## src/crc_engine_cfg.svh

```systemverilog
// Constants of the programmable CRC engine: register indices, control
// field positions, reset values and bus encodings.
// Assumes nothing; included by the package and the engine.
`ifndef CRC_ENGINE_CFG_SVH
`define CRC_ENGINE_CFG_SVH

// Register indices; the byte address is four times the index
`define CRC_IDX_CHECKSUM_BYTE_3 4'h0
`define CRC_IDX_CHECKSUM_BYTE_2 4'h1
`define CRC_IDX_CHECKSUM_BYTE_1 4'h2
`define CRC_IDX_CHECKSUM_BYTE_0 4'h3
`define CRC_IDX_POLY_BYTE_3 4'h4
`define CRC_IDX_POLY_BYTE_2 4'h5
`define CRC_IDX_POLY_BYTE_1 4'h6
`define CRC_IDX_POLY_BYTE_0 4'h7
`define CRC_IDX_CONTROL 4'h8

// Field positions in control_settings
`define CRC_CTRL_IN_REV_LSB 6
`define CRC_CTRL_OUT_REV_LSB 4
`define CRC_CTRL_RSV_BIT 3
`define CRC_CTRL_INVERT_BIT 2
`define CRC_CTRL_SEED_SEL_BIT 1
`define CRC_CTRL_WIDTH_BIT 0

// Reset values
`define CRC_CHECKSUM_RST 32'hffffffff
`define CRC_POLY_RST 32'h00001021
`define CRC_CTRL_RST 8'h00

// AHB-Lite encodings
`define CRC_HSIZE_WORD 3'h2

`endif

```

## src/crc_engine_pkg.sv

```systemverilog
// Types and small helpers shared by the CRC engine files.
// Assumes the constants header is on the include path.
`include "crc_engine_cfg.svh"

package crc_engine_pkg;

  typedef logic [3:0] reg_idx_t;

  typedef enum logic [1:0] {
    REV_NONE = 2'h0,
    REV_BITS = 2'h1,
    REV_RSV2 = 2'h2,
    REV_RSV3 = 2'h3
  } rev_sel_e;

  typedef struct packed {
    rev_sel_e input_reverse_sel;
    rev_sel_e output_reverse_sel;
    logic result_invert;
    logic seed_write_select;
    logic width_select;
  } ctrl_s;

  function automatic logic [7:0] rev8(logic [7:0] b);
    logic [7:0] r;
    r = 8'h00;
    for (int i = 0; i < 8; i++) begin
      r[i] = b[7-i];
    end
    return r;
  endfunction

  function automatic ctrl_s unpack_ctrl(logic [7:0] b);
    ctrl_s c;
    c.input_reverse_sel = rev_sel_e'(b[`CRC_CTRL_IN_REV_LSB +: 2]);
    c.output_reverse_sel = rev_sel_e'(b[`CRC_CTRL_OUT_REV_LSB +: 2]);
    c.result_invert = b[`CRC_CTRL_INVERT_BIT];
    c.seed_write_select = b[`CRC_CTRL_SEED_SEL_BIT];
    c.width_select = b[`CRC_CTRL_WIDTH_BIT];
    return c;
  endfunction

  function automatic logic [7:0] pack_ctrl(ctrl_s c);
    logic [7:0] b;
    b = 8'h00;
    b[`CRC_CTRL_IN_REV_LSB +: 2] = c.input_reverse_sel;
    b[`CRC_CTRL_OUT_REV_LSB +: 2] = c.output_reverse_sel;
    b[`CRC_CTRL_INVERT_BIT] = c.result_invert;
    b[`CRC_CTRL_SEED_SEL_BIT] = c.seed_write_select;
    b[`CRC_CTRL_WIDTH_BIT] = c.width_select;
    return b;
  endfunction

endpackage

```

## src/crc_step_if.sv

```systemverilog
// Interface between the engine and its byte update unit.
// Assumes the unit is purely combinational.
`timescale 1ns/1ps

interface crc_step_if;
  logic [31:0] crc_in;
  logic [31:0] poly;
  logic [7:0] data;
  logic wide;
  logic [31:0] crc_out;

  modport unit (input crc_in, input poly, input data, input wide,
    output crc_out);
  modport user (output crc_in, output poly, output data, output wide,
    input crc_out);
endinterface

```

## src/crc_byte_step.sv

```systemverilog
// Combinational update of a running CRC by one message byte.
// Assumes the caller has already applied any input bit reversal.
`timescale 1ns/1ps

module crc_byte_step (
  // Step operands and result
  crc_step_if.unit p
);

  logic [31:0] st [0:8];

  assign st[0] = p.crc_in;

  // Most significant message bit enters first
  for (genvar i = 0; i < 8; i++) begin : g_bit
    logic fb;
    logic [31:0] sh16;
    assign fb = (p.wide ? st[i][31] : st[i][15]) ^ p.data[7-i];
    // Narrow mode shifts only the low half; the high half is frozen
    assign sh16 = {st[i][31:16], st[i][14:0], 1'b0};
    assign st[i+1] = p.wide ?
      ({st[i][30:0], 1'b0} ^ (fb ? p.poly : 32'h00000000)) :
      (sh16 ^ (fb ? {16'h0000, p.poly[15:0]} : 32'h00000000));
  end

  assign p.crc_out = st[8];

endmodule

```

## src/programmable_crc_engine.sv

```systemverilog
// Programmable 16/32-bit CRC engine behind an AHB-Lite slave port.
// Assumes single word transfers, one slave per hready, and a standby
// level from the power controller that is asynchronous to hclk.
//
// The AHB-Lite register port was chosen for this implementation.
`timescale 1ns/1ps
`include "crc_engine_cfg.svh"

// Overview of operation
// - Upper polynomial bytes take part only in 32-bit width
// - Lower polynomial bytes are used in both widths
// - Offset 6 holds polynomial bits 15:8, the next holds 7:0
// - Input field 01 mirrors each message byte; 00 passes it unchanged
// - Output field 01 mirrors bits inside each readout byte
// - Control bit 3 reads zero and ignores writes
// - Result invert returns the complement of the checksum on reads
// - Seed select on: data writes load seed; off: low data register writes carry message
// - Width select: zero gives 16-bit, one gives 32-bit generator
// - Clearing seed select starts calculation from the loaded seed
// - Each low data byte write folds all eight bits into the CRC, save one overwritten by a later write in standby
// - 16-bit seed and result sit in the two low data registers
// - 32-bit seed and result span all four data registers
// - Mirrored readout puts bit 24 at the top of the top byte
// - 0x1021 with seed 0xffff yields the CCITT CRC-16
// - Without seed select, writes to the upper data registers are dropped
// - Standby halts a pending calculation and resumes it afterwards
// - Reset: data 0xffffffff, polynomial 0x00001021, control zero
module programmable_crc_engine
  import crc_engine_pkg::*;
#(
  parameter int ADDR_W = 12
) (
  // Clock and reset
  input wire logic hclk,
  input wire logic hresetn,
  // AHB-Lite slave
  input wire logic hsel,
  input wire logic [ADDR_W-1:0] haddr,
  input wire logic [1:0] htrans,
  input wire logic hwrite,
  input wire logic [2:0] hsize,
  input wire logic hready,
  input wire logic [31:0] hwdata,
  output logic [31:0] hrdata,
  output logic hreadyout,
  output logic hresp,
  // Power state
  input wire logic deep_standby_state
);

  // Address phase
  logic take;
  logic addr_ok;
  reg_idx_t idx_a;

  // Data phase
  logic wr_ph_q;
  reg_idx_t wr_idx_q;
  logic wr_en;
  logic [7:0] wbyte;
  logic [4:0] lane;

  // Register state and forwarded next values
  logic [31:0] checksum_q;
  logic [31:0] checksum_d;
  logic [31:0] poly_q;
  logic [31:0] poly_d;
  ctrl_s ctrl_q;
  ctrl_s ctrl_d;

  // Message path
  logic seed_en;
  logic msg_en;
  logic step_en;
  logic [7:0] in_byte;
  logic pend_q;
  logic pend_d;
  logic [7:0] pend_byte_q;
  logic [7:0] pend_byte_d;

  // Standby synchroniser
  logic sb_meta_q;
  logic sb_q;

  // Readout
  logic [31:0] chk_inv;
  logic [31:0] chk_view;
  logic [7:0] rd_byte;
  logic [31:0] hrdata_q;
  logic hreadyout_q;
  logic hresp_q;

  crc_step_if step ();

  crc_byte_step u_step (
    .p(step.unit)
  );

  assign hrdata = hrdata_q;
  assign hreadyout = hreadyout_q;
  assign hresp = hresp_q;

  // Address decode; words above the control register are unmapped
  assign take = hsel && htrans[1] && hready;
  assign idx_a = haddr[5:2];
  assign addr_ok = (haddr[ADDR_W-1:6] == '0) &&
    (idx_a <= `CRC_IDX_CONTROL);

  always_ff @(posedge hclk or negedge hresetn) begin
    if (!hresetn) begin
      wr_ph_q <= 1'b0;
      wr_idx_q <= '0;
    end else begin
      wr_ph_q <= take && hwrite && addr_ok &&
        (hsize == `CRC_HSIZE_WORD);
      wr_idx_q <= idx_a;
    end
  end

  assign wr_en = wr_ph_q;
  assign wbyte = hwdata[7:0];
  // Byte lane: index 0 and 4 map to the top byte, 3 and 7 to the bottom
  assign lane = {~wr_idx_q[1:0], 3'h0};

  // Standby is a level from another domain
  always_ff @(posedge hclk or negedge hresetn) begin
    if (!hresetn) begin
      sb_meta_q <= 1'b0;
      sb_q <= 1'b0;
    end else begin
      sb_meta_q <= deep_standby_state;
      sb_q <= sb_meta_q;
    end
  end

  assign seed_en = wr_en && ctrl_q.seed_write_select &&
    (wr_idx_q <= `CRC_IDX_CHECKSUM_BYTE_0);
  // Only the low data register carries message bytes
  assign msg_en = wr_en && !ctrl_q.seed_write_select &&
    (wr_idx_q == `CRC_IDX_CHECKSUM_BYTE_0);
  assign in_byte = (ctrl_q.input_reverse_sel == REV_BITS) ?
    rev8(wbyte) : wbyte;

  assign step.crc_in = checksum_q;
  assign step.poly = poly_q;
  assign step.wide = ctrl_q.width_select;
  assign step.data = pend_q ? pend_byte_q : in_byte;

  // The last byte that arrives in standby is parked and folded in on wake-up; an earlier one is overwritten
  always_comb begin
    checksum_d = checksum_q;
    pend_d = pend_q;
    pend_byte_d = pend_byte_q;
    step_en = 1'b0;
    if (sb_q) begin
      if (msg_en) begin
        pend_d = 1'b1;
        pend_byte_d = in_byte;
      end
    end else if (msg_en || pend_q) begin
      step_en = 1'b1;
      checksum_d = step.crc_out;
      // A byte written on the wake-up cycle waits one clock behind
      pend_d = pend_q && msg_en;
      if (msg_en) begin
        pend_byte_d = in_byte;
      end
    end
    if (seed_en) begin
      checksum_d[lane +: 8] = wbyte;
    end
  end

  always_ff @(posedge hclk or negedge hresetn) begin
    if (!hresetn) begin
      checksum_q <= `CRC_CHECKSUM_RST;
      pend_q <= 1'b0;
      pend_byte_q <= 8'h00;
    end else begin
      checksum_q <= checksum_d;
      pend_q <= pend_d;
      pend_byte_q <= pend_byte_d;
    end
  end

  always_comb begin
    poly_d = poly_q;
    if (wr_en && wr_idx_q[3:2] == 2'h1) begin
      poly_d[lane +: 8] = wbyte;
    end
  end

  always_ff @(posedge hclk or negedge hresetn) begin
    if (!hresetn) begin
      poly_q <= `CRC_POLY_RST;
    end else begin
      poly_q <= poly_d;
    end
  end

  always_comb begin
    ctrl_d = ctrl_q;
    if (wr_en && wr_idx_q == `CRC_IDX_CONTROL) begin
      ctrl_d = unpack_ctrl(wbyte);
    end
  end

  always_ff @(posedge hclk or negedge hresetn) begin
    if (!hresetn) begin
      ctrl_q <= unpack_ctrl(`CRC_CTRL_RST);
    end else begin
      ctrl_q <= ctrl_d;
    end
  end

  // Readout looks at next values so a read right behind a write is fresh
  assign chk_inv = ctrl_d.result_invert ? ~checksum_d : checksum_d;

  for (genvar b = 0; b < 4; b++) begin : g_out_byte
    assign chk_view[8*b +: 8] =
      (ctrl_d.output_reverse_sel == REV_BITS) ?
      rev8(chk_inv[8*b +: 8]) : chk_inv[8*b +: 8];
  end

  always_comb begin
    case (idx_a)
      `CRC_IDX_CHECKSUM_BYTE_3: rd_byte = chk_view[31:24];
      `CRC_IDX_CHECKSUM_BYTE_2: rd_byte = chk_view[23:16];
      `CRC_IDX_CHECKSUM_BYTE_1: rd_byte = chk_view[15:8];
      `CRC_IDX_CHECKSUM_BYTE_0: rd_byte = chk_view[7:0];
      `CRC_IDX_POLY_BYTE_3: rd_byte = poly_d[31:24];
      `CRC_IDX_POLY_BYTE_2: rd_byte = poly_d[23:16];
      `CRC_IDX_POLY_BYTE_1: rd_byte = poly_d[15:8];
      `CRC_IDX_POLY_BYTE_0: rd_byte = poly_d[7:0];
      `CRC_IDX_CONTROL: rd_byte = pack_ctrl(ctrl_d);
      default: rd_byte = 8'h00;
    endcase
  end

  // Zero wait states: read data is ready in the data phase
  always_ff @(posedge hclk or negedge hresetn) begin
    if (!hresetn) begin
      hrdata_q <= 32'h00000000;
      hreadyout_q <= 1'b1;
      hresp_q <= 1'b0;
    end else begin
      hreadyout_q <= 1'b1;
      hresp_q <= 1'b0;
      if (take && !hwrite) begin
        hrdata_q <= addr_ok ? {24'h000000, rd_byte} : 32'h00000000;
      end
    end
  end
endmodule

```

## config.mk

```make
export PLATFORM = sky130hd
export DESIGN_NAME = programmable_crc_engine
export DESIGN_NICKNAME = d
export VERILOG_FILES = /design/src/crc_engine_pkg.sv /design/src/crc_step_if.sv /design/src/crc_byte_step.sv /design/src/programmable_crc_engine.sv
export VERILOG_INCLUDE_DIRS = /design/src
export SDC_FILE = /design/constraint.sdc
export NUM_CORES = 1
export LEC_CHECK = 0
export ABC_AREA = 1
export ABC_CLOCK_PERIOD_IN_PS = 6260
export BUFFER_PORTS_ARGS = -buffer_cell sky130_fd_sc_hd__buf_2
export CELL_PAD_IN_SITES_DETAIL_PLACEMENT = 0
export CELL_PAD_IN_SITES_GLOBAL_PLACEMENT = 1
export CORE_ASPECT_RATIO = 0.9
export CORE_MARGIN = 3
export CORE_UTILIZATION = 43
export CTS_BUF_LIST = sky130_fd_sc_hd__clkbuf_16
export DETAILED_ROUTE_END_ITERATION = 6
export PLACE_DENSITY_LB_ADDON = 0.1
export SYNTH_ARGS = -nofsm -noshare
export SYNTH_HDL_FRONTEND = slang
export SYNTH_SLANG_ARGS = --single-unit
```

## constraint.sdc

```tcl
create_clock -name hclk -period 6.26 [get_ports hclk]
set_input_delay 0.313 -clock hclk [delete_from_list [all_inputs] [get_ports hclk]]
set_output_delay 0.313 -clock hclk [all_outputs]
set_load 0.02 [all_outputs]
```

Yosys cells after proc, flatten, opt, wreduce, memory -nomap -nowiden
Index checks and enable logic that the tools add are counted.
W data, S select, Z words.
- bits in registers: 119
- shift operators: 2
- $lt $le $gt $ge: 2
- bitwise gates (word level): 26
- muxes and demuxes: 54
- reduce and logical (&&, ||, !) cells: 21
- equal/unequal tests: 15
- $add $sub $neg: 1
- operators with widths (operator ; count):
    $mux W32 ; 21
    $xor A32 B32 Y32 ; 16
    $mux W16 ; 8
    $mux W8 ; 10
    $pmux W8 S9 ; 1
    $bwmux W32 ; 2
    $not A32 Y32 ; 1
    $shift A8 B7 Y32 const A ; 1
    $shiftx A8 B7 Y32 ; 1
    $eq A4 B3 Y1 const B ; 4
    $logic_and A1 B1 Y1 ; 14
    $eq A4 B2 Y1 const B ; 3
    $mux W1 ; 11
    $eq A4 B4 Y1 const B ; 2
    $xor A1 B1 Y1 ; 8
    $mux W7 ; 1
    $neg A5 Y7 ; 1
    $eq A2 B1 Y1 const B ; 3
    $logic_not A6 Y1 ; 1
    $eq A4 B1 Y1 const B ; 1
    $le A4 B2 Y1 const B ; 1
    $le A4 B4 Y1 const B ; 1
    $logic_not A4 Y1 ; 1
    $eq A3 B2 Y1 const B ; 1
    6 further kinds ; 7

Logic depth before layout (Yosys ltp)
- depth after elaboration: 51
- gate-level depth with buffers: 58
- mapped depth without buffers: 55

Cells and area by module
Synthesis repeated with hierarchy kept, for this count alone.
- cell total of the unflattened synthesis: 1852
- area total of the unflattened synthesis: 11319.6 µm²
- by module, submodules not included (module ; area an instance (µm²) ; cells an instance ; times used):
    programmable_crc_engine ; 6603.8 ; 976 ; 1
    crc_byte_step ; 4715.8 ; 876 ; 1

Worst setup path before layout
No wires, ideal clock.
- kind: register to register
- start point: register checksum_q[31]
- end point: register hrdata_q[1] (netlist: hrdata[1])
- period minus slack after synthesis: 4.915 ns
- arrival: 4.798 ns
- buffers on the path: 4
- setup slack: 1.345 ns
- stages on the path, launching flop included: 55
- path through: dfstp_2 > inv_1 > nand2_1 > o21ai_2 > inv_1 > nand3_2 > nand2_4 > nand3_1 > nand3_1 > nand3_2 > nand2_4 > nand3_2 > nand3_1 > nand3_1 > nand2_1 > buf_6 > nand3_2 > nand3_1 > [... 19 more ...] > nand2_1 > nand3_1 > nand2_1 > buf_6 > buf_6 > nand2_1 > nand2_1 > nand3_1 > nand2_1 > nand2_1 > nand2_1 > nand3_1 > nand3_1 > nand2_1 > nor2_1 > nand2_1 > nand2_1 > nand2_1
- cells in the longest elaborated chain, start to end: 49
- elaborated cells on any way between the ends: 68
- classes of those cells: mux: 43; bitwise: 25
- ends and longest elaborated chain (item ; RTL line ; RTL):
    start: declaration ; programmable_crc_engine.sv:64 ; logic [31:0] checksum_q;
    start signal: assignment ; programmable_crc_engine.sv:176 ; checksum_q <= `CRC_CHECKSUM_RST;
    start signal: assignment ; programmable_crc_engine.sv:180 ; checksum_q <= checksum_d;
    $mux W1 ; crc_byte_step.sv:18 ; assign fb = (p.wide ? st[i][31] : st[i][15]) ^ p.data[7-i];
    $xor A1 B1 Y1 ; crc_byte_step.sv:18 ;
    $mux W16 / $mux W32 (equally long branches) ; crc_byte_step.sv:23, crc_byte_step.sv:22 ;
    $xor A32 B32 Y32, on equally long branches ; crc_byte_step.sv:23, crc_byte_step.sv:22 ;
    $mux W32 * ; crc_byte_step.sv:21 ; assign st[i+1] = p.wide ?
    $mux W1 ; crc_byte_step.sv:18 ;
    $xor A1 B1 Y1 ; crc_byte_step.sv:18 ;
    $mux W16 / $mux W32 (equally long branches) ; crc_byte_step.sv:23, crc_byte_step.sv:22 ;
    [... 33 more ...] ; - ;
    $mux W32 * ; programmable_crc_engine.sv:155 ; if (sb_q) begin
    $bwmux W32 ; programmable_crc_engine.sv:170 ; checksum_d[lane +: 8] = wbyte;
    $mux W32 * ; programmable_crc_engine.sv:169 ; if (seed_en) begin
    $not A32 Y32 ; programmable_crc_engine.sv:217 ; assign chk_inv = ctrl_d.result_invert ? ~checksum_d : checksum_d;
    $mux W32 * ; programmable_crc_engine.sv:217 ;
    $mux W8 ; programmable_crc_engine.sv:221 ; (ctrl_d.output_reverse_sel == REV_BITS) ?
    $pmux W8 S9 * ; programmable_crc_engine.sv:226 ; case (idx_a)
    $mux W8 * ; programmable_crc_engine.sv:250 ; hrdata_q <= addr_ok ? {24'h000000, rd_byte} : 32'h00000000;
    end signal: assignment ; programmable_crc_engine.sv:250 ;
    end: declaration ; programmable_crc_engine.sv:89 ; logic [31:0] hrdata_q;
Mark *: on every way between the ends. The rest lies on a longest branch, timed or not.
A chain may end at the register's enable or synchronous reset.

Worst setup path in the final report
Same ends and word-level chain as after synthesis.

==> flow_summary.json <==
{
  "cts_tree": "done",
  "place_congestion": 0.947,
  "grt.total_usage_pct": 29.3,
  "cts.clk_slew.worst_paths_ns": 0.08,
  "synth_cell_types": 45,
  "power_density_mw_per_mm2": 308,
  "cts_made_buffers": 9,
  "syn_area_per_cell_um2": 6.13,
  "final.setup_skew_ns": 0.0123,
  "num_vias": 11400,
  "pin_count": 89,
  "synth-edff-count": 0,
  "cp_top_family": "simple AND/OR/NAND/NOR gates",
  "wl_per_cell_um": 19.2,
  "fin_util_pct": 50.5,
  "clockBufferDepth": 2,
  "path_class": "register to register",
  "leakagePower_nw": 6.33,
  "dp_hpwl_mm": 30.3,
  "violations": "negative hold slack",
  "cts.sinks": 95,
  "antenna_found_initial": 0,
  "hold_viol": 4,
  "area_growth_pct": 15.1,
  "die_h_um": 155,
  "drt_iter0_drc": 1299,
  "critPathArrivalTime_ns": 6.16,
  "reg2reg_slack_ns": 0.36,
  "period_minus_slack_ns": 5.90,
  "fillCellCount": 2564,
  "nNetsFinal": 1859,
  "ant_nets": 0,
  "clk_latency_ns": 0.37,
  "fin_ws_ns": 0.362,
  "fmax_ghz": 0.170,
  "status": "complete, but fails checks",
  "drive_gt1_share_pct": 17.5,
  "multi_input_area_mm2": 0.00738,
  "wirelength_mm": 40.5,
  "port_buffers": 35,
  "drt_pass1_iterations": 5,
  "postSynth.asyncResetShare_pct": 100,
  "cap_violations": 0,
  "fp.dieW_um": 172,
  "yosysSeqAreaShare_pct": 22.7,
  "grt_overflow_total": 0,
  "timing.hold.ws_ns": -0.00749,
  "hold_buffers": 0,
  "core.rowCount": 54,
  "cp_slowest_cell": "dfstp_2",
  "setup_viol": 0,
  "seqCellArea_mm2": 0.00242,
  "ys_ff_latch": 95,
  "worstPathMaxFanout": 13,
  "dp_slack_ns": -0.00844,
  "required_ns": 6.52,
  "cts_root_buffer": "clkbuf_16",
  "initial_core_util_pct": 43.8,
  "crit_cells": 51,
  "drc": 0,
  "crit_top_cell": "nand2_1",
  "antenna-diode-count": 0,
  "cp-start-kind": "register",
  "tightest_slew_ns": 1.42,
  "holdCritPathClass": "input pin to asynchronous set/reset pin",
  "htreeDepth": 3,
  "relSlewSlack_pct": 4.29,
  "synth_area_mm2": 0.0107,
  "grt_max_degree": 57,
  "grt_pass1_vias": 10100,
  "r2r_cells": 51,
  "viasPerCell": 5.40,
  "peakVddDrop_uv": 143,
  "setup.worst_path.end_class": "register",
  "path_buf_inv": 6,
  "design.core.area_mm2": 0.0243,
  "fp.dieArea_mm2": 0.0267,
  "yosysWarnings": 0,
  "ys.flop_type": "dfrtp_1",
  "slew_violations": 0,
  "grt_pass1_wl_mm": 59.6,
  "slowest_delay_ns": 0.53,
  "fin_crit_sh_pct": 94.2,
  "synthCells": 1740
}
where the power goes:
part / switching (W) / total [W] / internal, W
Sequential: 0.00000401 / 0.000623 / 0.000619
Combinational: 0.00152 / 0.00261 / 0.00109
Clock: 0.000278 / 0.000552 / 0.000274
Total: 0.00180 / 0.00379 / 0.00198
sequential cells by signal, summed over array words and instances (netlist names):
register,cells
sb_q,1
step.wide,1
sb_meta_q,1
pend_q,1
hrdata,8
wr_idx_q,4
poly_q,32
ctrl_q,6
pend_byte_q,8
wr_en,1
checksum_q,32
cells in the final DEF (no fill, tap or decap), drive strengths merged:
master	n
o22ai	16
xnor2	90
inv	186
nand2	517
a31oi	6
xor2	87
dfrtp	60
buf	134
conb	26
ha	5
nand3	293
clkinv	10
clkinvlp	1
nand4	3
a22o	4
a221oi	4
o2bb2ai	3
o21bai	6
nand3b	6
a21oi	26
a221o	1
or2	7
o211ai	3
nor2	143
o21a	8
a211oi	3
nor4	1
dfstp	35
mux2	1
nor3	28
o21ai	79
clkbuf	12
per-stage QoR:
stage,instance area (um2),setup TNS [ns],total power [W],hold WS (ns),std cells
floorplan,10800,0,0.00235,0.0174,1764
finish,12300,0,0.00379,-0.00749,2112
detailed placement,11500,-0.00844,0.00293,0.338,2085
CTS,11700,0,0.00348,0.0409,2101
global route,12300,-0.526,0.00407,0.0400,2112
global placement,11500,0,0.00290,0.345,2085
logic make-up after synthesis:
| logic type | count (synthesis) | share of synthesized area, % |
|---|---|---|
| AND/OR/NAND/NOR | 998 | 40.8 |
| buffers and inverters | 303 | 12.3 |
| AO/OA/AOI/OAI | 159 | 8.66 |
| flip-flops | 95 | 22.7 |
| adder cells (fa/ha/maj) | 5 | 0.587 |
| multiplexers | 1 | 0.106 |
| XOR/XNOR | 177 | 14.8 |
| other | 2 | 0.0704 |
final timing paths:
| check | startpoint | end |
|---|---|---|
| setup / recovery | checksum_q[31]$_DFF_PN1_ | hrdata[1]$_DFFE_PN0P_ |
| min in group hclk | deep_standby_state | sb_meta_q$_DFF_PN0_ |
| hold / removal | hresetn | pend_byte_q[2]$_DFFE_PN0P_ |
| max in group asynchronous | hresetn | poly_q[0]$_DFF_PN1_ |
| hold reg to reg | sb_meta_q$_DFF_PN0_ | sb_q$_DFF_PN0_ |
| setup reg to reg | checksum_q[31]$_DFF_PN1_ | hrdata[1]$_DFFE_PN0P_ |
synth_stat cells (4+ instances only):
cell type  number  area, um2
a21oi_1        26        130
a221oi_1        4       35.0
a22o_1          4       35.0
a31oi_1         6       37.5
buf_1           7       26.3
buf_2          18       90.1
buf_4          27        203
buf_6           7       78.8
clkbuf_1       54        203
clkinv_1        7       26.3
dfrtp_1        60       1500
dfstp_2        35        920
ha_1            5       62.6
inv_1         173        649
inv_2           9       33.8
nand2_1       510       1910
nand2_4         4       45.0
nand3_1       274       1370
nand3_2        19        190
nand3b_1        6       45.0
nor2_1        138        518
nor2_2          4       25.0
nor3_1         28        140
o21a_1          8       60.1
o21ai_0        65        325
o21ai_1        13       65.1
o21bai_1        6       45.0
o22ai_1        16        100
or2_2           6       37.5
xnor2_1        90        788
xor2_1         84        736
what timing repair did:
action	in CTS	in global routing
pin swaps	0	32
setup endpoints to repair	2	10
gates cloned	0	4
gates resized for setup	1	91
setup buffers	0	7
area by class of cell:
type,instances,area share (%)
multi-input combinational,1366,60.1
sequential,95,19.7
timing repair buffer,137,8.84
inverter,190,5.91
tap,308,3.14
clock buffer,9,1.83
clock inverter,7,0.428
metal layers:
metal | GRT usage [%] | vias to the layer above | share of wire [%]
met1 | 42.5 | 5336 | 46
met2 | 46.1 | 427 | 44
met5 | 0 | - | 0
li1 | - | 5596 | -
met4 | 7.15 | 0 | 2.4
met3 | 4.17 | 49 | 7.3
worst register-to-register path, delay by kind of cell, from the launching register on:
family	cells	cell delay, ns
AND/OR/NAND/NOR	42	4.06
buffers and inverters	6	0.70
flip-flops	1	0.53
XOR/XNOR	2	0.46
AO/OA/AOI/OAI	1	0.08
Power figures use the tool's default switching activity.
